==> config.mk <==
export PLATFORM = sky130hd
export DESIGN_NAME = mcm_command_master
export DESIGN_NICKNAME = d
export VERILOG_FILES = /design/src/logic/mcm_pkg.sv /design/src/logic/mcm_command_master.sv
export SDC_FILE = /design/constraint.sdc
export NUM_CORES = 1
export LEC_CHECK = 0
export BUFFER_PORTS_ARGS = -buffer_cell sky130_fd_sc_hd__buf_2
export CORE_MARGIN = 3
export CORE_UTILIZATION = 55
export CTS_CLUSTER_DIAMETER = 80
export DETAILED_ROUTE_END_ITERATION = 10
export MAX_ROUTING_LAYER = met4
export PLACE_DENSITY_LB_ADDON = 0.2
export SLEW_MARGIN = 0
export SYNTH_ARGS = -nofsm -noshare
export SYNTH_HDL_FRONTEND = slang
export SYNTH_SLANG_ARGS = --single-unit
==> constraint.sdc <==
create_clock -name sys_clk -period 3.55 [get_ports sys_clk]
set_input_delay 1.065 -clock sys_clk [delete_from_list [all_inputs] [get_ports sys_clk]]
set_output_delay 1.065 -clock sys_clk [all_outputs]
set_load 0.01 [all_outputs]
==> src/logic/mcm_pkg.sv <==
// Constants, register layout and frame layout of the management command master
// Operation
// - Write shifts the 16-bit data field out; read fills it from received bits.
// - Register index sits in bits 20:16, transceiver address in 25:21; both framed.
// - Opcode bits 27:26: 01 is write, 10 is read, others reserved.
// - Done flag in bit 28 sets when a transaction ends; resets to one.
// - With bit 29 set, an interrupt is raised at the end of each cycle.
// - Failure flag bit 30 sets when a read fails; software checks it first.
// - Bit 31 shows a host link switchover; no new commands while it is one.
// - Read frame: preamble, 01, 10, address, index, then the data line released.
// - Transceiver returns zero then data; leading bit dropped, 16 bits stored.
// - After the transfer the interrupt comes first, then the done flag.
// - Write frame: preamble, 01, 01, address, index, 10, 16 data bits, idle.
// - A whole access lasts at most 64 us from command write to done.
// - A reserved opcode causes no access on the management link.
// - Second turnaround bit not zero: abort, set failure, data 0xffff, set done.
// - On the wake-up page indices act as instructions; 0..15 remain plain registers.
// - Wake-up index 0x11 sets the space address; 0x12 moves the data.
package mcm_pkg;

    // =========================================================================
    // Register map
    localparam int          MCM_CMD_OFFSET   = 'h20;
    localparam int          MCM_DATA_LSB     = 0;
    localparam int          MCM_DATA_MSB     = 15;
    localparam int          MCM_REG_LSB      = 16;
    localparam int          MCM_REG_MSB      = 20;
    localparam int          MCM_PHY_LSB      = 21;
    localparam int          MCM_PHY_MSB      = 25;
    localparam int          MCM_OP_LSB       = 26;
    localparam int          MCM_OP_MSB       = 27;
    localparam int          MCM_READY_BIT    = 28;
    localparam int          MCM_IE_BIT       = 29;
    localparam int          MCM_ERR_BIT      = 30;
    localparam int          MCM_WAIT_BIT     = 31;
    localparam logic        MCM_READY_RST    = 1'h1;
    localparam logic [15:0] MCM_ERR_DATA     = 16'hffff;

    // =========================================================================
    // Opcodes and frame fields
    localparam logic [1:0]  MCM_OP_WRITE     = 2'h1;
    localparam logic [1:0]  MCM_OP_READ      = 2'h2;
    localparam logic [1:0]  MCM_START        = 2'h1;
    localparam logic [1:0]  MCM_TURNAROUND   = 2'h2;
    localparam logic [31:0] MCM_PREAMBLE     = 32'hffffffff;
    localparam logic [5:0]  MCM_PREAMBLE_END = 6'h20;
    localparam logic [5:0]  MCM_PHY_FIRST    = 6'h24;
    localparam logic [5:0]  MCM_RELEASE_BIT  = 6'h2e;
    localparam logic [5:0]  MCM_TA2_BIT      = 6'h2f;
    localparam logic [5:0]  MCM_DATA_FIRST   = 6'h30;
    localparam logic [5:0]  MCM_LAST_BIT     = 6'h3f;

    // =========================================================================
    // Timing
    localparam int MCM_CLK_PS       = 5000;
    localparam int MCM_MDC_HALF_NS  = 200;
    localparam int MCM_MDC_HALF_CYC = (MCM_MDC_HALF_NS * 1000 + MCM_CLK_PS - 1) / MCM_CLK_PS;
    localparam int MCM_MAX_XFER_US  = 64;
    localparam int MCM_MAX_XFER_CYC = (MCM_MAX_XFER_US * 1000000) / MCM_CLK_PS;

    typedef enum logic [1:0] {
        ST_IDLE,
        ST_SHIFT,
        ST_NOTIFY,
        ST_SETDONE
    } mcm_state_t;

endpackage : mcm_pkg

==> src/logic/mcm_command_master.sv <==
// Register-driven management serial master with one command word register
`timescale 1ns/1ps

module mcm_command_master
    import mcm_pkg::*;
#(
    parameter int ADDR_W       = 8,
    parameter int MDC_HALF_CYC = MCM_MDC_HALF_CYC,
    parameter int MAX_XFER_CYC = MCM_MAX_XFER_CYC
) (
    // Clock and reset
    input  wire logic              sys_clk,
    input  wire logic              rst_n,
    // Register port
    input  wire logic [ADDR_W-1:0] regAddr,
    input  wire logic [31:0]       regWrData,
    input  wire logic              regWrStb,
    input  wire logic              regRdStb,
    output logic      [31:0]       regRdData,
    // Management link
    output logic                   mdcOut,
    output logic                   mdioOut,
    output logic                   mdioOe,
    input  wire logic              mdioIn,
    // System
    input  wire logic              linkSwitching,
    output logic                   cmdIrq
);

    // =========================================================================
    // Elaboration checks
    generate
        if (ADDR_W < 6 || ADDR_W > 32) begin : g_bad_addr
            $error("ADDR_W cannot hold the command register offset");
        end
        if (MDC_HALF_CYC < 1 || MDC_HALF_CYC > 32767) begin : g_bad_half
            $error("MDC_HALF_CYC out of range");
        end
        if (MAX_XFER_CYC < 4 * 64 * MDC_HALF_CYC || MAX_XFER_CYC > 65535) begin : g_bad_max
            $error("MAX_XFER_CYC cannot cover one frame");
        end
    endgenerate

    localparam logic [ADDR_W-1:0] CMD_ADDR = ADDR_W'(MCM_CMD_OFFSET);
    localparam logic [15:0]       HALF     = 16'(MDC_HALF_CYC);
    localparam logic [15:0]       BIT_END  = 16'(2 * MDC_HALF_CYC - 1);

    // =========================================================================
    // Input synchronisers
    logic mdioMeta_q;
    logic mdioSync_q;
    logic switchMeta_q;
    logic switchSync_q;

    always_ff @(posedge sys_clk) begin
        if (!rst_n) begin
            mdioMeta_q   <= 1'h1;
            mdioSync_q   <= 1'h1;
            switchMeta_q <= 1'h0;
            switchSync_q <= 1'h0;
        end else begin
            mdioMeta_q   <= mdioIn;
            mdioSync_q   <= mdioMeta_q;
            switchMeta_q <= linkSwitching;
            switchSync_q <= switchMeta_q;
        end
    end

    // =========================================================================
    // Command state
    mcm_state_t  state_q,   state_d;
    logic [15:0] data_q,    data_d;
    logic [4:0]  regIdx_q,  regIdx_d;
    logic [4:0]  phyIdx_q,  phyIdx_d;
    logic [1:0]  opcode_q,  opcode_d;
    logic        ready_q,   ready_d;
    logic        irqEn_q,   irqEn_d;
    logic        err_q,     err_d;
    logic [5:0]  bitIdx_q,  bitIdx_d;
    logic [15:0] divCnt_q,  divCnt_d;
    logic        mdc_q,     mdc_d;
    logic        out_q,     out_d;
    logic        oe_q,      oe_d;
    logic        irq_q,     irq_d;
    logic [31:0] rdData_q,  rdData_d;
    logic        cmdHit;
    logic        accept;
    logic        opValid;
    logic        isRead;
    logic [63:0] frame;
    logic [31:0] cmdWord;

    assign cmdWord = {switchSync_q, err_q, irqEn_q, ready_q,
                      opcode_q, phyIdx_q, regIdx_q, data_q};

    always_comb begin
        state_d  = state_q;
        data_d   = data_q;
        regIdx_d = regIdx_q;
        phyIdx_d = phyIdx_q;
        opcode_d = opcode_q;
        ready_d  = ready_q;
        irqEn_d  = irqEn_q;
        err_d    = err_q;
        bitIdx_d = bitIdx_q;
        divCnt_d = divCnt_q;
        irq_d    = 1'h0;
        cmdHit   = regWrStb && (regAddr == CMD_ADDR);
        // Taking commands only when idle keeps the frame fields stable mid-shift
        accept   = cmdHit && (state_q == ST_IDLE) && !switchSync_q;
        opValid  = (regWrData[MCM_OP_MSB:MCM_OP_LSB] == MCM_OP_WRITE) ||
                   (regWrData[MCM_OP_MSB:MCM_OP_LSB] == MCM_OP_READ);
        isRead   = (opcode_q == MCM_OP_READ);
        case (state_q)
            ST_IDLE: begin
                if (accept) begin
                    data_d   = regWrData[MCM_DATA_MSB:MCM_DATA_LSB];
                    regIdx_d = regWrData[MCM_REG_MSB:MCM_REG_LSB];
                    phyIdx_d = regWrData[MCM_PHY_MSB:MCM_PHY_LSB];
                    opcode_d = regWrData[MCM_OP_MSB:MCM_OP_LSB];
                    irqEn_d  = regWrData[MCM_IE_BIT];
                    err_d    = regWrData[MCM_ERR_BIT];
                    // Only a cleared done flag with a valid opcode starts a frame
                    if (!regWrData[MCM_READY_BIT] && opValid) begin
                        state_d  = ST_SHIFT;
                        ready_d  = 1'h0;
                        bitIdx_d = 6'h0;
                        divCnt_d = 16'h0;
                    end else begin
                        ready_d  = 1'h1;
                    end
                end
            end
            ST_SHIFT: begin
                if (divCnt_q == BIT_END) begin
                    divCnt_d = 16'h0;
                    if (isRead && bitIdx_q == MCM_TA2_BIT && mdioSync_q) begin
                        err_d   = 1'h1;
                        data_d  = MCM_ERR_DATA;
                        state_d = ST_NOTIFY;
                    end else begin
                        if (isRead && bitIdx_q >= MCM_DATA_FIRST) begin
                            data_d = {data_q[14:0], mdioSync_q};
                        end
                        if (bitIdx_q == MCM_LAST_BIT) begin
                            state_d = ST_NOTIFY;
                        end else begin
                            bitIdx_d = bitIdx_q + 6'h1;
                        end
                    end
                end else begin
                    divCnt_d = divCnt_q + 16'h1;
                end
            end
            ST_NOTIFY: begin
                irq_d   = irqEn_q;
                state_d = ST_SETDONE;
            end
            ST_SETDONE: begin
                ready_d = 1'h1;
                state_d = ST_IDLE;
            end
            default: begin
                state_d = ST_IDLE;
                ready_d = 1'h1;
            end
        endcase
        // Pins are computed from next state so they line up with bitIdx_q
        frame = {MCM_PREAMBLE, MCM_START, opcode_d, phyIdx_d, regIdx_d,
                 MCM_TURNAROUND, data_d};
        mdc_d = (state_d == ST_SHIFT) && (divCnt_d >= HALF);
        oe_d  = (state_d == ST_SHIFT) &&
                ((opcode_d == MCM_OP_WRITE) || (bitIdx_d < MCM_RELEASE_BIT));
        out_d = oe_d ? frame[MCM_LAST_BIT - bitIdx_d] : 1'h1;
        rdData_d = (regRdStb && regAddr == CMD_ADDR) ? cmdWord : 32'h0;
    end

    always_ff @(posedge sys_clk) begin
        if (!rst_n) begin
            state_q  <= ST_IDLE;
            data_q   <= 16'h0;
            regIdx_q <= 5'h0;
            phyIdx_q <= 5'h0;
            opcode_q <= 2'h0;
            ready_q  <= MCM_READY_RST;
            irqEn_q  <= 1'h0;
            err_q    <= 1'h0;
            bitIdx_q <= 6'h0;
            divCnt_q <= 16'h0;
            mdc_q    <= 1'h0;
            out_q    <= 1'h1;
            oe_q     <= 1'h0;
            irq_q    <= 1'h0;
            rdData_q <= 32'h0;
        end else begin
            state_q  <= state_d;
            data_q   <= data_d;
            regIdx_q <= regIdx_d;
            phyIdx_q <= phyIdx_d;
            opcode_q <= opcode_d;
            ready_q  <= ready_d;
            irqEn_q  <= irqEn_d;
            err_q    <= err_d;
            bitIdx_q <= bitIdx_d;
            divCnt_q <= divCnt_d;
            mdc_q    <= mdc_d;
            out_q    <= out_d;
            oe_q     <= oe_d;
            irq_q    <= irq_d;
            rdData_q <= rdData_d;
        end
    end

    assign regRdData = rdData_q;
    assign mdcOut    = mdc_q;
    assign mdioOut   = out_q;
    assign mdioOe    = oe_q;
    assign cmdIrq    = irq_q;

    // =========================================================================
    // Checks
    logic [15:0] busyCnt_q;

    always_ff @(posedge sys_clk) begin
        if (!rst_n || ready_q) begin
            busyCnt_q <= 16'h0;
        end else begin
            busyCnt_q <= busyCnt_q + 16'h1;
        end
    end
endmodule : mcm_command_master

Yosys cells after proc, flatten, opt, wreduce, memory -nomap -nowiden
Index checks and enable logic that the tools add are counted.
{ "word_totals": {"register_bits": 95, "latch_bits": 0, "mem_bits_rw": 0, "romBits": 0, "input_bits": 46, "elab_cells": 100, "memories": 0} }
{ "op_classes": {"addsub": 3, "multipliers": 0, "n_div": 0, "order_cmp": 4, "n_eq_ne": 15, "n_shift": 0, "muxes": 36, "n_bitwise": 0, "n_reduce_logical": 23} }
{ "ops": {"columns": ["cell", "count"], "rows": [
  ["16-bit 2-to-1 mux", 7],
  ["16-bit case mux with 2 select lines", 2],
  ["6-bit 2-to-1 mux", 5],
  ["5-bit 2-to-1 mux", 4],
  ["16-bit by 1-bit adder with 16-bit output, second input constant", 1],
  ["16-bit by 7-bit == test with 1-bit output, second input constant", 1],
  ["16-bit by 6-bit >= comparator with 1-bit output, second input constant", 1],
  ["2-bit 2-to-1 mux", 7],
  ["6-bit == test, second input constant", 2],
  ["6-bit case mux with 2 select lines", 1],
  ["1-bit logical AND", 10],
  ["2-bit AND reduction", 5],
  ["2-bit by 1-bit == test with 1-bit output, second input constant", 4],
  ["2-bit == test, second input constant", 4],
  ["8-bit by 6-bit == test with 1-bit output, second input constant", 1],
  ["2-bit case mux with 4 select lines", 1],
  ["6-bit by 7-bit less-than comparator with 1-bit output, second input constant", 1],
  ["6-bit by 1-bit adder with 6-bit output, second input constant", 1],
  ["1-bit binary-select mux with 6-bit select", 1],
  ["6-bit >= comparator, second input constant", 1],
  ["6-bit less-than comparator, second input constant", 1],
  ["1-bit 2-to-1 mux", 6],
  ["2-bit inequality test, second input constant", 3],
  ["6-bit subtractor, first input constant", 1],
  ["other kinds (6)", 10]
]} }

Depth between registers and ports, before layout
Gate-level depths: netlist of the first run.
{ "depth": {"depth_word": 10, "ltp_mapped": 12, "depth_no_buf": 10} }

Worst setup path after synthesis of the first run
OpenSTA, ideal clock, no wires.
{ "synth_path": {"kind": "input to register", "start": "in regAddr[1]", "end": "reg out_q, in the netlist mdioOut", "setup_time_ns": 0.127, "arrival_ns": 3.209, "t_required_ns": 3.423, "path_slack_ns": 0.214, "cell_stages": 10, "n_path_buf": 1, "path_cell_list": "nor4_2 nand3_4 or3_1 buf_6 a31o_1 and3_1 o221ai_2 nor3b_2 o41ai_1 or3b_1"} }
{ "synth_via": {"elab_chain_len": 10} }
{ "synth_rtl": {"columns": ["element", "line_no", "text"], "rows": [
  ["start, declared", "mcm_command_master.sv:15", "input wire logic [ADDR_W-1:0] regAddr,"],
  ["8-bit by 6-bit == test with 1-bit output *", "mcm_command_master.sv:108", "cmdHit = regWrStb && (regAddr == CMD_ADDR);"],
  ["1-bit logical AND *", "mcm_command_master.sv:108", null],
  ["1-bit logical AND * (2 in series)", "mcm_command_master.sv:110", "accept = cmdHit && (state_q == ST_IDLE) && !switchSync_q;"],
  ["parallel branches: the longest is 6 deep, another holds 6-bit subtractor", null, null],
  ["end signal, assigned", "mcm_command_master.sv:207", "out_q <= out_d;"],
  ["end, declared", "mcm_command_master.sv:82", "logic out_q, out_d;"]
]} }
Mark *: on every way between the ends. The select of a mux whose other input is x is not followed.
A chain may end at the register's enable or synchronous reset.

Final worst setup path of the first run
Ends and elaborated chain as after synthesis.

==> flow_results.xml, run 1 <==
<?xml version="1.0" encoding="UTF-8"?>
<metrics>
  <group name="grt">
    <metric name="first_global_vias" unit="">3734</metric>
    <metric name="largest_net_degree_at_the_start_of_global_routing" unit="">33</metric>
    <metric name="initial_antenna_violation_count" unit="">0</metric>
    <metric name="grt-ovfl-total" unit="">0</metric>
    <metric name="global_route_wire_length_before_repair" unit="um">17870</metric>
    <metric name="grt_usage" unit="%">25.34</metric>
  </group>
  <group name="sta">
    <metric name="finalMaxSlewViolations" unit="">0</metric>
    <metric name="setup-tns-final" unit="ps">0</metric>
    <metric name="rsz0062_at_grt" unit="">no</metric>
    <metric name="tightestPinTransition" unit="ps">1032</metric>
    <metric name="setup_viol" unit="">0</metric>
    <metric name="max_slew_margin" unit="%">31.10</metric>
    <metric name="clock.fmax" unit="MHz">310.7</metric>
    <metric name="finalWorstSetupSlack" unit="ps">331.0</metric>
    <metric name="post-route-period-util" unit="%">90.68</metric>
    <metric name="post-route-min-period" unit="ps">3219</metric>
    <metric name="clock_skew" unit="ps">17.96</metric>
    <metric name="hold_violations" unit="">0</metric>
  </group>
  <group name="routing">
    <metric name="avgViaCountPerCell" unit="">5.819</metric>
    <metric name="routed_wire_length_per_instance" unit="um">15.77</metric>
    <metric name="drt_drc_violations_left" unit="">0</metric>
    <metric name="initialDrtViolationCount" unit="">249</metric>
    <metric name="route.vias.total" unit="">4062</metric>
    <metric name="drt_first_pass_iters" unit="">5</metric>
    <metric name="ant_nets" unit="">0</metric>
    <metric name="drt-total-wl" unit="um">11010</metric>
  </group>
  <group name="setup_path">
    <metric name="critical-path-slowest-cell" unit="">sky130_fd_sc_hd__or3_1</metric>
    <metric name="endpoint_kind_of_the_worst_setup_timing_path" unit="">flop</metric>
    <metric name="path_max_fanout" unit="">5</metric>
    <metric name="worstSetupStartpointType" unit="">primary input</metric>
    <metric name="sequence_of_cells_on_the_critical_path" unit="">buf_2 &gt; nor4_2 &gt; buf_4 &gt; nand3_4 &gt; or3_1 &gt; a31o_1 &gt; and3_1 &gt; o221ai_2 &gt; nor3b_2 &gt; o41ai_1 &gt; or3b_1</metric>
    <metric name="cp_slowest_stage_delay" unit="ps">500</metric>
    <metric name="critical_path_required" unit="ps">3790</metric>
    <metric name="worst_ep_arrival_time" unit="ps">3460</metric>
    <metric name="criticalPathCategory" unit="">in2reg</metric>
  </group>
  <group name="synthesis">
    <metric name="ys_warn_count" unit="">0</metric>
    <metric name="ys_types" unit="">68</metric>
    <metric name="synth_xor_xnor_area_share" unit="%">1.155</metric>
    <metric name="postSynth.asyncResetShare" unit="%">0</metric>
    <metric name="synth_nets" unit="">554</metric>
    <metric name="ys_ff_latch" unit="">95</metric>
    <metric name="synth_compound_area_share" unit="%">18.33</metric>
    <metric name="syn_avg_cell_area" unit="um^2">8.781</metric>
    <metric name="yosys.area_share.adder" unit="%">0.5632</metric>
    <metric name="synthMuxAreaShare" unit="%">2.563</metric>
    <metric name="postSynthCellCount" unit="">506</metric>
    <metric name="synth_edf_count" unit="">0</metric>
    <metric name="synthSimpleGateAreaFrac" unit="%">30.67</metric>
    <metric name="synth-seq-area-share" unit="%">42.80</metric>
    <metric name="synth_top_family_by_area" unit="">simple AND/OR/NAND/NOR gates</metric>
    <metric name="synthesis.area" unit="um^2">4443</metric>
    <metric name="postSynth.topFlopCell" unit="">sky130_fd_sc_hd__dfxtp_1</metric>
  </group>
  <group name="floorplanning">
    <metric name="overall_die_width" unit="um">95.88</metric>
    <metric name="core_region_area" unit="um^2">7767</metric>
    <metric name="floorplan.initialDensity" unit="%">57.20</metric>
    <metric name="placementRows" unit="">32</metric>
    <metric name="boundaryPins" unit="">82</metric>
    <metric name="vertical_extent_of_the_die" unit="um">95.88</metric>
    <metric name="dieArea" unit="um^2">9193</metric>
  </group>
  <group name="finish">
    <metric name="n_antenna_cell" unit="">0</metric>
    <metric name="layout.filler_cells" unit="">676</metric>
    <metric name="layout-drive-gt1-share" unit="%">23.83</metric>
    <metric name="finalInstanceArea" unit="um^2">5176</metric>
    <metric name="final_nets" unit="">639</metric>
    <metric name="areaGrowthSynthToFinish" unit="%">16.50</metric>
  </group>
  <group name="place">
    <metric name="worst_setup_slack_after_placement" unit="ps">-46.41</metric>
    <metric name="numPortBuffers" unit="">80</metric>
    <metric name="globalplace.congestion" unit="">0.8508</metric>
    <metric name="dp_hpwl" unit="um">7882</metric>
    <metric name="placed_cell_area" unit="um^2">5004</metric>
  </group>
  <group name="outcome">
    <metric name="outcome" unit="">complete, no violations</metric>
  </group>
  <group name="pwr">
    <metric name="total_power" unit="uW">1771</metric>
    <metric name="power.leakage" unit="uW">0.002238</metric>
    <metric name="highest_ir_drop_seen_on_vdd" unit="V">0.0001895</metric>
    <metric name="cellPowerDensity" unit="nW/um^2">342.2</metric>
  </group>
  <group name="cts">
    <metric name="ctsHtreeMaxLevel" unit="">3</metric>
    <metric name="post_cts_resized" unit="">0</metric>
    <metric name="cts-hold-fix-buffers" unit="">0</metric>
    <metric name="source_to_sink_clock_delay_at_the_later_pin_of_the_worst_skew_pair" unit="ps">360</metric>
    <metric name="cts-root-buf" unit="">sky130_fd_sc_hd__clkbuf_8</metric>
    <metric name="clock_sinks" unit="">95</metric>
    <metric name="max-clock-path-buffers" unit="">2</metric>
    <metric name="clock_tree_from_tritoncts" unit="">built</metric>
    <metric name="numCtsBuffers" unit="">9</metric>
    <metric name="cts.clk_slew.worst_paths" unit="ps">90</metric>
    <metric name="cts_setup_buffers" unit="">0</metric>
  </group>
  <group name="worst_hold_path">
    <metric name="hold_class" unit="">reg2reg</metric>
  </group>
  <group name="flow_run">
    <metric name="drv_cap" unit="">0</metric>
  </group>
</metrics>
final cells by class:
type | count | area, um^2 | area share, %
repair buffers | 105 | 588.1 | 11.36
well taps | 102 | 127.6 | 2.466
inverters | 5 | 18.77 | 0.3626
clock inverters | 6 | 45.04 | 0.8702
flip-flops and latches | 95 | 1902 | 36.74
multi-input cells | 375 | 2367 | 45.73
clock buffers | 10 | 127.6 | 2.466
worst max-delay path: cells and delay by family:
kind | cells | cell delay [ps]
buffers and inverters | 2 | 260
AOI/OAI and AO/OA | 3 | 530
and+or+nand+nor | 6 | 1600
sequential cells by signal, indices dropped and copies added (netlist names), 2 cells and up:
signal / count
bitIdx_q: 6
data_q: 16
divCnt_q: 16
state_q: 2
regIdx_q: 5
regRdData: 32
phyIdx_q: 5
opcode_q: 2
report_power, final:
group | internal [uW] | leakage (uW) | switching, uW
sequential | 1070 | 0.000766 | 1.38
combinational | 25.2 | 0.00138 | 28.4
clock | 259 | 0.0000906 | 390
stage by stage:
stage               hold WS (ps)  util (%)  cells
floorplan                  386.3         -    506
global placement           389.4     64.42    682
detailed placement         398.4     64.42    682
CTS                        422.4     66.64    698
global route               436.3     66.64    698
finish                     416.5     66.64    698
layer usage:
metal	track usage [%]	up-vias	wire length, um
met5	-	-	0
met4	8.649	0	157
met3	3.284	16	698
met2	40.94	140	5319
met1	32.81	1923	4830
li1	-	1983	-
Yosys cell counts (5+ instances only):
library cell	number	area (um^2)
sky130_fd_sc_hd__nor2_1	39	146.4
sky130_fd_sc_hd__clkbuf_1	20	75.07
sky130_fd_sc_hd__a221oi_1	7	61.31
sky130_fd_sc_hd__dfxtp_1	95	1902
sky130_fd_sc_hd__a21oi_1	26	130.1
sky130_fd_sc_hd__nand2_1	71	266.5
sky130_fd_sc_hd__o211ai_1	5	37.54
sky130_fd_sc_hd__and3_1	11	68.82
sky130_fd_sc_hd__nand4_1	5	31.28
sky130_fd_sc_hd__a22oi_1	6	45.04
sky130_fd_sc_hd__nand3_1	15	75.07
sky130_fd_sc_hd__inv_1	5	18.77
sky130_fd_sc_hd__nand2b_1	5	31.28
sky130_fd_sc_hd__a221o_1	10	100.1
sky130_fd_sc_hd__o21ai_0	21	105.1
sky130_fd_sc_hd__a31oi_1	7	43.79
sky130_fd_sc_hd__nor3_1	11	55.05
sky130_fd_sc_hd__mux2i_1	8	80.08
sky130_fd_sc_hd__and2_1	57	356.6
worst paths after layout:
path	startpoint	endpoint	slack (ps)	cells past startpoint
worst max-delay path	regAddr[1]	mdioOut	330	11
worst min-delay path	mdioMeta_q	mdioSync_q	420	1
worst max register to register	bitIdx_q[0]	mdioOut	410	10
worst min register to register	mdioMeta_q	mdioSync_q	420	1
kinds of logic (layout without fill, tap and decap cells):
kind of cell | count (synthesis) | after routing
multiplexers | 11 | 11
AND/OR/NAND/NOR | 245 | 245
buffers and inverters | 36 | 126
flip-flops | 95 | 95
XOR/XNOR | 5 | 5
adder cells (fa/ha/maj) | 2 | 2
AO/OA/AOI/OAI | 112 | 112
cell usage in the layout, fill, tap and decap left out, types with 9 or more instances in the layout:
cell type,count
sky130_fd_sc_hd__a21oi_1,26
sky130_fd_sc_hd__a221o_1,10
sky130_fd_sc_hd__and2_1,57
sky130_fd_sc_hd__and3_1,11
sky130_fd_sc_hd__buf_2,80
sky130_fd_sc_hd__buf_4,25
sky130_fd_sc_hd__clkbuf_8,9
sky130_fd_sc_hd__dfxtp_1,95
sky130_fd_sc_hd__nand2_1,71
sky130_fd_sc_hd__nand3_1,15
sky130_fd_sc_hd__nor2_1,39
sky130_fd_sc_hd__nor3_1,11
sky130_fd_sc_hd__o21ai_0,21
Power figures use the tool's default switching activity.
==> run 2, diff against run 1 <==
--- a/config.mk
+++ b/config.mk
@@ -6,7 +6,7 @@
 export NUM_CORES = 1
 export LEC_CHECK = 0
 export BUFFER_PORTS_ARGS = -buffer_cell sky130_fd_sc_hd__buf_2
-export CORE_MARGIN = 3
+export CORE_MARGIN = 5
 export CORE_UTILIZATION = 55
 export CTS_CLUSTER_DIAMETER = 80
 export DETAILED_ROUTE_END_ITERATION = 10
==> flow_results.xml, run 2 (synthesis gave the netlist of run 1 again) <==
<?xml version="1.0" encoding="UTF-8"?>
<metrics>
  <group name="outcome">
    <metric name="outcome" unit="">complete, no violations</metric>
  </group>
  <group name="finish">
    <metric name="largest_register_ffs" unit="">32</metric>
    <metric name="commonest_non_fill_non_tap_cell_in_the_layout" unit="">sky130_fd_sc_hd__dfxtp_1</metric>
    <metric name="n_antenna_cell" unit="">0</metric>
    <metric name="layout.filler_cells" unit="">673</metric>
    <metric name="finalInstanceArea" unit="um^2">5175</metric>
    <metric name="layout-drive-gt1-share" unit="%">23.74</metric>
    <metric name="multi_input_area" unit="um^2">2367</metric>
    <metric name="layout_common_cells" unit="">sky130_fd_sc_hd__dfxtp_1, sky130_fd_sc_hd__buf_2, sky130_fd_sc_hd__nand2_1, sky130_fd_sc_hd__and2_1, sky130_fd_sc_hd__nor2_1</metric>
    <metric name="final_nets" unit="">638</metric>
    <metric name="areaGrowthSynthToFinish" unit="%">16.47</metric>
    <metric name="footprint_of_the_flip_flops_and_latches" unit="um^2">1902</metric>
  </group>
  <group name="grt">
    <metric name="first_global_vias" unit="">3795</metric>
    <metric name="grt_usage" unit="%">22.91</metric>
    <metric name="global_route_wire_length_before_repair" unit="um">18080</metric>
    <metric name="grt-ovfl-total" unit="">0</metric>
    <metric name="largest_net_degree_at_the_start_of_global_routing" unit="">33</metric>
    <metric name="initial_antenna_violation_count" unit="">0</metric>
  </group>
  <group name="sta">
    <metric name="tightestPinTransition" unit="ps">1113</metric>
    <metric name="hold_violations" unit="">0</metric>
    <metric name="clock_skew" unit="ps">7.466</metric>
    <metric name="post-route-period-util" unit="%">90.12</metric>
    <metric name="max_slew_margin" unit="%">25.73</metric>
    <metric name="finalMaxSlewViolations" unit="">0</metric>
    <metric name="clock.fmax" unit="MHz">312.6</metric>
    <metric name="post-route-min-period" unit="ps">3199</metric>
    <metric name="setup_viol" unit="">0</metric>
    <metric name="rsz0062_at_grt" unit="">no</metric>
    <metric name="setup-tns-final" unit="ps">0</metric>
  </group>
  <group name="place">
    <metric name="placed_cell_area" unit="um^2">4996</metric>
    <metric name="dp_hpwl" unit="um">8087</metric>
    <metric name="numPortBuffers" unit="">80</metric>
    <metric name="globalplace.congestion" unit="">0.8877</metric>
  </group>
  <group name="setup_path">
    <metric name="worstReg2RegEnd" unit="">mdioOut</metric>
    <metric name="sequence_of_cells_on_the_critical_path" unit="">buf_2 &gt; nor4_2 &gt; buf_4 &gt; nand3_4 &gt; or3_1 &gt; a31o_1 &gt; and3_1 &gt; o221ai_2 &gt; nor3b_2 &gt; o41ai_1 &gt; or3b_1</metric>
    <metric name="criticalPathCategory" unit="">in2reg</metric>
    <metric name="path_max_fanout" unit="">5</metric>
    <metric name="endpoint_kind_of_the_worst_setup_timing_path" unit="">flop</metric>
    <metric name="worst_r2r_startpoint" unit="">bitIdx_q[0]</metric>
    <metric name="r2r_setup_slack" unit="ps">400</metric>
    <metric name="cp_slowest_stage_delay" unit="ps">490</metric>
    <metric name="cp_top_family" unit="">simple AND/OR/NAND/NOR gates</metric>
    <metric name="worstSetupStartpointType" unit="">primary input</metric>
    <metric name="critical_path_required" unit="ps">3790</metric>
    <metric name="critical-path-slowest-cell" unit="">sky130_fd_sc_hd__or3_1</metric>
    <metric name="rr_worst_depth" unit="">10</metric>
    <metric name="critical_path_buf_inv_count" unit="">2</metric>
    <metric name="worst_ep_arrival_time" unit="ps">3440</metric>
  </group>
  <group name="cts">
    <metric name="max-clock-path-buffers" unit="">2</metric>
    <metric name="ctsHtreeMaxLevel" unit="">3</metric>
    <metric name="numCtsBuffers" unit="">9</metric>
    <metric name="post_cts_resized" unit="">0</metric>
    <metric name="cts-hold-fix-buffers" unit="">0</metric>
    <metric name="clock_sinks" unit="">95</metric>
    <metric name="source_to_sink_clock_delay_at_the_later_pin_of_the_worst_skew_pair" unit="ps">360</metric>
    <metric name="clock_tree_from_tritoncts" unit="">built</metric>
    <metric name="cts.clk_slew.worst_paths" unit="ps">90</metric>
    <metric name="cts-root-buf" unit="">sky130_fd_sc_hd__clkbuf_8</metric>
    <metric name="cts_setup_buffers" unit="">0</metric>
  </group>
  <group name="floorplanning">
    <metric name="core_region_area" unit="um^2">7807</metric>
    <metric name="vertical_extent_of_the_die" unit="um">99.88</metric>
    <metric name="boundaryPins" unit="">82</metric>
    <metric name="dieArea" unit="um^2">9976</metric>
    <metric name="floorplan.initialDensity" unit="%">56.91</metric>
    <metric name="placementRows" unit="">32</metric>
    <metric name="overall_die_width" unit="um">99.88</metric>
  </group>
  <group name="routing">
    <metric name="ant_nets" unit="">0</metric>
    <metric name="initialDrtViolationCount" unit="">215</metric>
    <metric name="avgViaCountPerCell" unit="">5.802</metric>
    <metric name="route.vias.total" unit="">4038</metric>
    <metric name="drt_drc_violations_left" unit="">0</metric>
    <metric name="routed_wire_length_per_instance" unit="um">15.84</metric>
    <metric name="drt-total-wl" unit="um">11020</metric>
    <metric name="drt_first_pass_iters" unit="">5</metric>
  </group>
  <group name="flow_run">
    <metric name="drv_cap" unit="">0</metric>
  </group>
  <group name="worst_hold_path">
    <metric name="hold_path_stages" unit="">1</metric>
    <metric name="hold_end" unit="">mdioSync_q</metric>
    <metric name="hold_class" unit="">reg2reg</metric>
    <metric name="beginning_of_the_worst_hold_path" unit="">mdioMeta_q</metric>
  </group>
  <group name="pwr">
    <metric name="cellPowerDensity" unit="nW/um^2">344.3</metric>
    <metric name="highest_ir_drop_seen_on_vdd" unit="V">0.0001973</metric>
    <metric name="power.leakage" unit="uW">0.002228</metric>
  </group>
</metrics>
[run 2: cell count changes in the layout (fill, tap and decap cells not counted)]
cell                         previous run  this run
sky130_fd_sc_hd__clkinv_2               2         0
sky130_fd_sc_hd__clkinv_4               3         1
sky130_fd_sc_hd__clkinvlp_4             0         2
sky130_fd_sc_hd__buf_4                 25        24
sky130_fd_sc_hd__clkbuf_1               1         0
sky130_fd_sc_hd__clkbuf_8               9        10
sky130_fd_sc_hd__inv_6                  1         2
[run 2: how the worst max path moves through the flow]
stage           startpoint  depth (start not counted)       to  slack, ps
4_1_cts         regAddr[1]                         11  mdioOut        380
6_report        regAddr[1]                         11  mdioOut        350
3_5_place_dp    regAddr[1]                         11  mdioOut          3
5_1_grt        bitIdx_q[0]                         10  mdioOut        150
3_3_place_gp    regAddr[1]                         11  mdioOut         20
2_1_floorplan   regAddr[1]                         10  mdioOut        210
[run 2: area by class of cell]
class                      count  area share, %
sequential                    95          36.75
clock inverter                 5         0.7979
inverter                       5         0.3627
tap                          102          2.466
multi-input combinational    375          45.74
clock buffer                  10          2.660
timing repair buffer         104          11.22
[run 2: power by group]
group          internal [uW]  leakage (uW)  switching, uW  total [uW]
Sequential              1070      0.000766           1.28        1070
Combinational           25.3       0.00138           28.5        53.8
Clock                    276     0.0000854            383         659
Total                   1370       0.00223            413        1780
[run 2: per-layer routing]
metal | part of all wire, % | wire, um | global-route usage (%) | up-vias
met5 | 0 | 0 | - | -
met4 | 1.2 | 133 | 7.038 | 0
met3 | 5.3 | 584 | 2.849 | 11
met2 | 49 | 5444 | 38.89 | 142
met1 | 44 | 4861 | 28.47 | 1900
li1 | - | - | - | 1985
[run 2: stage by stage]
stage               std cells  power (uW)  setup WS (ps)  utilization, %  hold WS (ps)
finish                    696        1782          350.7           66.28         416.9
global route              696        1850          149.2           66.28         435.1
CTS                       696        1800          379.1           66.28         421.2
detailed placement        681        1147          3.411           63.99         399.5
global placement          681        1146          22.45           63.99         390.7
floorplan                 506        1111          213.6               -         386.3
[run 2: worst register-to-register path: stages, from the launching register on]
cell and delay, ps:
sky130_fd_sc_hd__dfxtp_1 630, sky130_fd_sc_hd__ha_1 290, sky130_fd_sc_hd__nand3_1 210, sky130_fd_sc_hd__nor3_1 340, sky130_fd_sc_hd__nand3_1 480, sky130_fd_sc_hd__nand2_1 220, sky130_fd_sc_hd__a221o_1 160, sky130_fd_sc_hd__mux2i_1 90
sky130_fd_sc_hd__o211a_1 220, sky130_fd_sc_hd__o41ai_1 320, sky130_fd_sc_hd__or3b_1 150
==> run 3, diff against run 2 <==
--- a/config.mk
+++ b/config.mk
@@ -6,12 +6,12 @@
 export NUM_CORES = 1
 export LEC_CHECK = 0
 export BUFFER_PORTS_ARGS = -buffer_cell sky130_fd_sc_hd__buf_2
-export CORE_MARGIN = 5
+export CORE_MARGIN = 3
 export CORE_UTILIZATION = 55
 export CTS_CLUSTER_DIAMETER = 80
 export DETAILED_ROUTE_END_ITERATION = 10
 export MAX_ROUTING_LAYER = met4
-export PLACE_DENSITY_LB_ADDON = 0.2
+export PLACE_DENSITY = 0.79
 export SLEW_MARGIN = 0
 export SYNTH_ARGS = -nofsm -noshare
 export SYNTH_HDL_FRONTEND = slang
==> flow_results.xml, run 3 (synthesis gave the netlist of run 1 again) <==
<?xml version="1.0" encoding="UTF-8"?>
<metrics>
  <group name="cts">
    <metric name="clock_sinks" unit="">95</metric>
    <metric name="source_to_sink_clock_delay_at_the_later_pin_of_the_worst_skew_pair" unit="ps">370</metric>
    <metric name="cts.clk_slew.worst_paths" unit="ps">100</metric>
    <metric name="cts-hold-fix-buffers" unit="">0</metric>
    <metric name="clock_tree_from_tritoncts" unit="">built</metric>
    <metric name="post_cts_resized" unit="">0</metric>
    <metric name="max-clock-path-buffers" unit="">2</metric>
    <metric name="cts-root-buf" unit="">sky130_fd_sc_hd__clkbuf_8</metric>
    <metric name="numCtsBuffers" unit="">9</metric>
    <metric name="cts_setup_buffers" unit="">0</metric>
    <metric name="ctsHtreeMaxLevel" unit="">3</metric>
  </group>
  <group name="sta">
    <metric name="tightestPinTransition" unit="ps">1039</metric>
    <metric name="post-route-min-period" unit="ps">3214</metric>
    <metric name="hold_violations" unit="">0</metric>
    <metric name="setup_viol" unit="">0</metric>
    <metric name="max_slew_margin" unit="%">30.67</metric>
    <metric name="finalMaxSlewViolations" unit="">0</metric>
    <metric name="post-route-period-util" unit="%">90.54</metric>
    <metric name="clock.fmax" unit="MHz">311.1</metric>
    <metric name="clock_skew" unit="ps">13.85</metric>
    <metric name="rsz0062_at_grt" unit="">no</metric>
    <metric name="finalWorstSetupSlack" unit="ps">335.9</metric>
  </group>
  <group name="place">
    <metric name="worst_setup_slack_after_placement" unit="ps">-22.81</metric>
    <metric name="numPortBuffers" unit="">80</metric>
    <metric name="globalplace.congestion" unit="">0.8860</metric>
    <metric name="dp_hpwl" unit="um">7903</metric>
  </group>
  <group name="setup_path">
    <metric name="endpoint_kind_of_the_worst_setup_timing_path" unit="">flop</metric>
    <metric name="worst_ep_arrival_time" unit="ps">3480</metric>
    <metric name="r2r_setup_slack" unit="ps">480</metric>
    <metric name="worstReg2RegEnd" unit="">mdioOut</metric>
    <metric name="criticalPathCategory" unit="">in2reg</metric>
    <metric name="rr_worst_depth" unit="">9</metric>
    <metric name="sequence_of_cells_on_the_critical_path" unit="">buf_2 &gt; nor4_2 &gt; buf_4 &gt; nand3_4 &gt; or3_1 &gt; a31o_1 &gt; and3_1 &gt; o221ai_2 &gt; nor3b_2 &gt; o41ai_1 &gt; or3b_1</metric>
    <metric name="worstSetupStartpointType" unit="">primary input</metric>
    <metric name="path_max_fanout" unit="">5</metric>
    <metric name="critical-path-slowest-cell" unit="">sky130_fd_sc_hd__or3_1</metric>
    <metric name="worst_r2r_startpoint" unit="">divCnt_q[0]</metric>
    <metric name="cp_slowest_stage_delay" unit="ps">490</metric>
    <metric name="critical_path_required" unit="ps">3810</metric>
    <metric name="endpoint" unit="">mdioOut</metric>
    <metric name="setup.worst_path.start" unit="">regAddr[1]</metric>
  </group>
  <group name="worst_hold_path">
    <metric name="hold_class" unit="">reg2reg</metric>
  </group>
  <group name="routing">
    <metric name="drt-total-wl" unit="um">11060</metric>
    <metric name="route.vias.total" unit="">4065</metric>
    <metric name="avgViaCountPerCell" unit="">5.815</metric>
    <metric name="ant_nets" unit="">0</metric>
    <metric name="initialDrtViolationCount" unit="">153</metric>
    <metric name="drt_drc_violations_left" unit="">0</metric>
    <metric name="drt_first_pass_iters" unit="">5</metric>
    <metric name="routed_wire_length_per_instance" unit="um">15.82</metric>
  </group>
  <group name="finish">
    <metric name="layout_common_cells" unit="">sky130_fd_sc_hd__dfxtp_1, sky130_fd_sc_hd__buf_2, sky130_fd_sc_hd__nand2_1, sky130_fd_sc_hd__and2_1, sky130_fd_sc_hd__nor2_1</metric>
    <metric name="final_nets" unit="">640</metric>
    <metric name="commonest_non_fill_non_tap_cell_in_the_layout" unit="">sky130_fd_sc_hd__dfxtp_1</metric>
    <metric name="n_antenna_cell" unit="">0</metric>
    <metric name="areaGrowthSynthToFinish" unit="%">17.60</metric>
    <metric name="layout-drive-gt1-share" unit="%">24.12</metric>
    <metric name="postLayoutCoreUtil" unit="%">67.27</metric>
    <metric name="largest_register_ffs" unit="">32</metric>
  </group>
  <group name="floorplanning">
    <metric name="floorplan.initialDensity" unit="%">57.20</metric>
    <metric name="overall_die_width" unit="um">95.88</metric>
    <metric name="placementRows" unit="">32</metric>
    <metric name="boundaryPins" unit="">82</metric>
    <metric name="core_region_area" unit="um^2">7767</metric>
    <metric name="dieArea" unit="um^2">9193</metric>
    <metric name="vertical_extent_of_the_die" unit="um">95.88</metric>
  </group>
  <group name="flow_run">
    <metric name="drv_cap" unit="">0</metric>
  </group>
  <group name="grt">
    <metric name="global_route_wire_length_before_repair" unit="um">17910</metric>
    <metric name="first_global_vias" unit="">3817</metric>
    <metric name="initial_antenna_violation_count" unit="">0</metric>
    <metric name="largest_net_degree_at_the_start_of_global_routing" unit="">35</metric>
    <metric name="grt_usage" unit="%">25.40</metric>
    <metric name="grt-ovfl-total" unit="">0</metric>
  </group>
  <group name="pwr">
    <metric name="cellPowerDensity" unit="nW/um^2">361.4</metric>
    <metric name="highest_ir_drop_seen_on_vdd" unit="V">0.0002398</metric>
    <metric name="total_power" unit="uW">1888</metric>
    <metric name="power.leakage" unit="uW">0.002252</metric>
  </group>
  <group name="outcome">
    <metric name="outcome" unit="">complete, no violations</metric>
  </group>
</metrics>
run 3: changes by cell type in the layout (fill, tap and decap cells not counted), sizes merged:
cell    delta
buf        +2
inv        +1
clkinv     -1
bufinv     +1
run 3: worst min-delay path by stage:
stage,startpoint,to,cells after the start
after floorplan,mdioMeta_q,mdioSync_q,1
after global placement,mdioMeta_q,mdioSync_q,1
after detailed placement,mdioMeta_q,mdioSync_q,1
after CTS,mdioMeta_q,mdioSync_q,1
after global routing,mdioMeta_q,mdioSync_q,1
final,mdioMeta_q,mdioSync_q,1
run 3: metal layers:
metal | share of wire, % | vias up | GRT usage [%]
li1 | - | 1990 | -
met1 | 44 | 1928 | 31.02
met2 | 48 | 124 | 42.10
met3 | 5.2 | 23 | 4.300
met4 | 2.0 | 0 | 9.479
met5 | 0 | - | -
run 3: worst max-delay path: cells and delay by family:
family | cells | cell delay [ps]
simple gates | 6 | 1610
compound gates | 3 | 540
buf+inv | 2 | 270
run 3: area by class of cell:
class,count,area [um^2]
sequential,95,1902
timing repair buffer,106,595.6
clock inverter,6,76.32
multi-input combinational,375,2367
inverter,5,18.77
clock buffer,10,137.6
fill,676,2542
tap,102,127.6
run 3: through the flow:
stage	area [um^2]	std cells	TNS (ps)	hold WS (ps)
floorplan	4443	506	0	386.3
global placement	5011	683	-13.81	396.4
detailed placement	5011	683	-22.81	397.0
CTS	5225	699	0	418.3
global route	5225	699	0	438.6
finish	5225	699	0	414.5
run 3: power by group:
group	switching (uW)	internal, uW
clock network	410	357
registers	1.29	1070
logic	28.0	24.5
total	440	1450
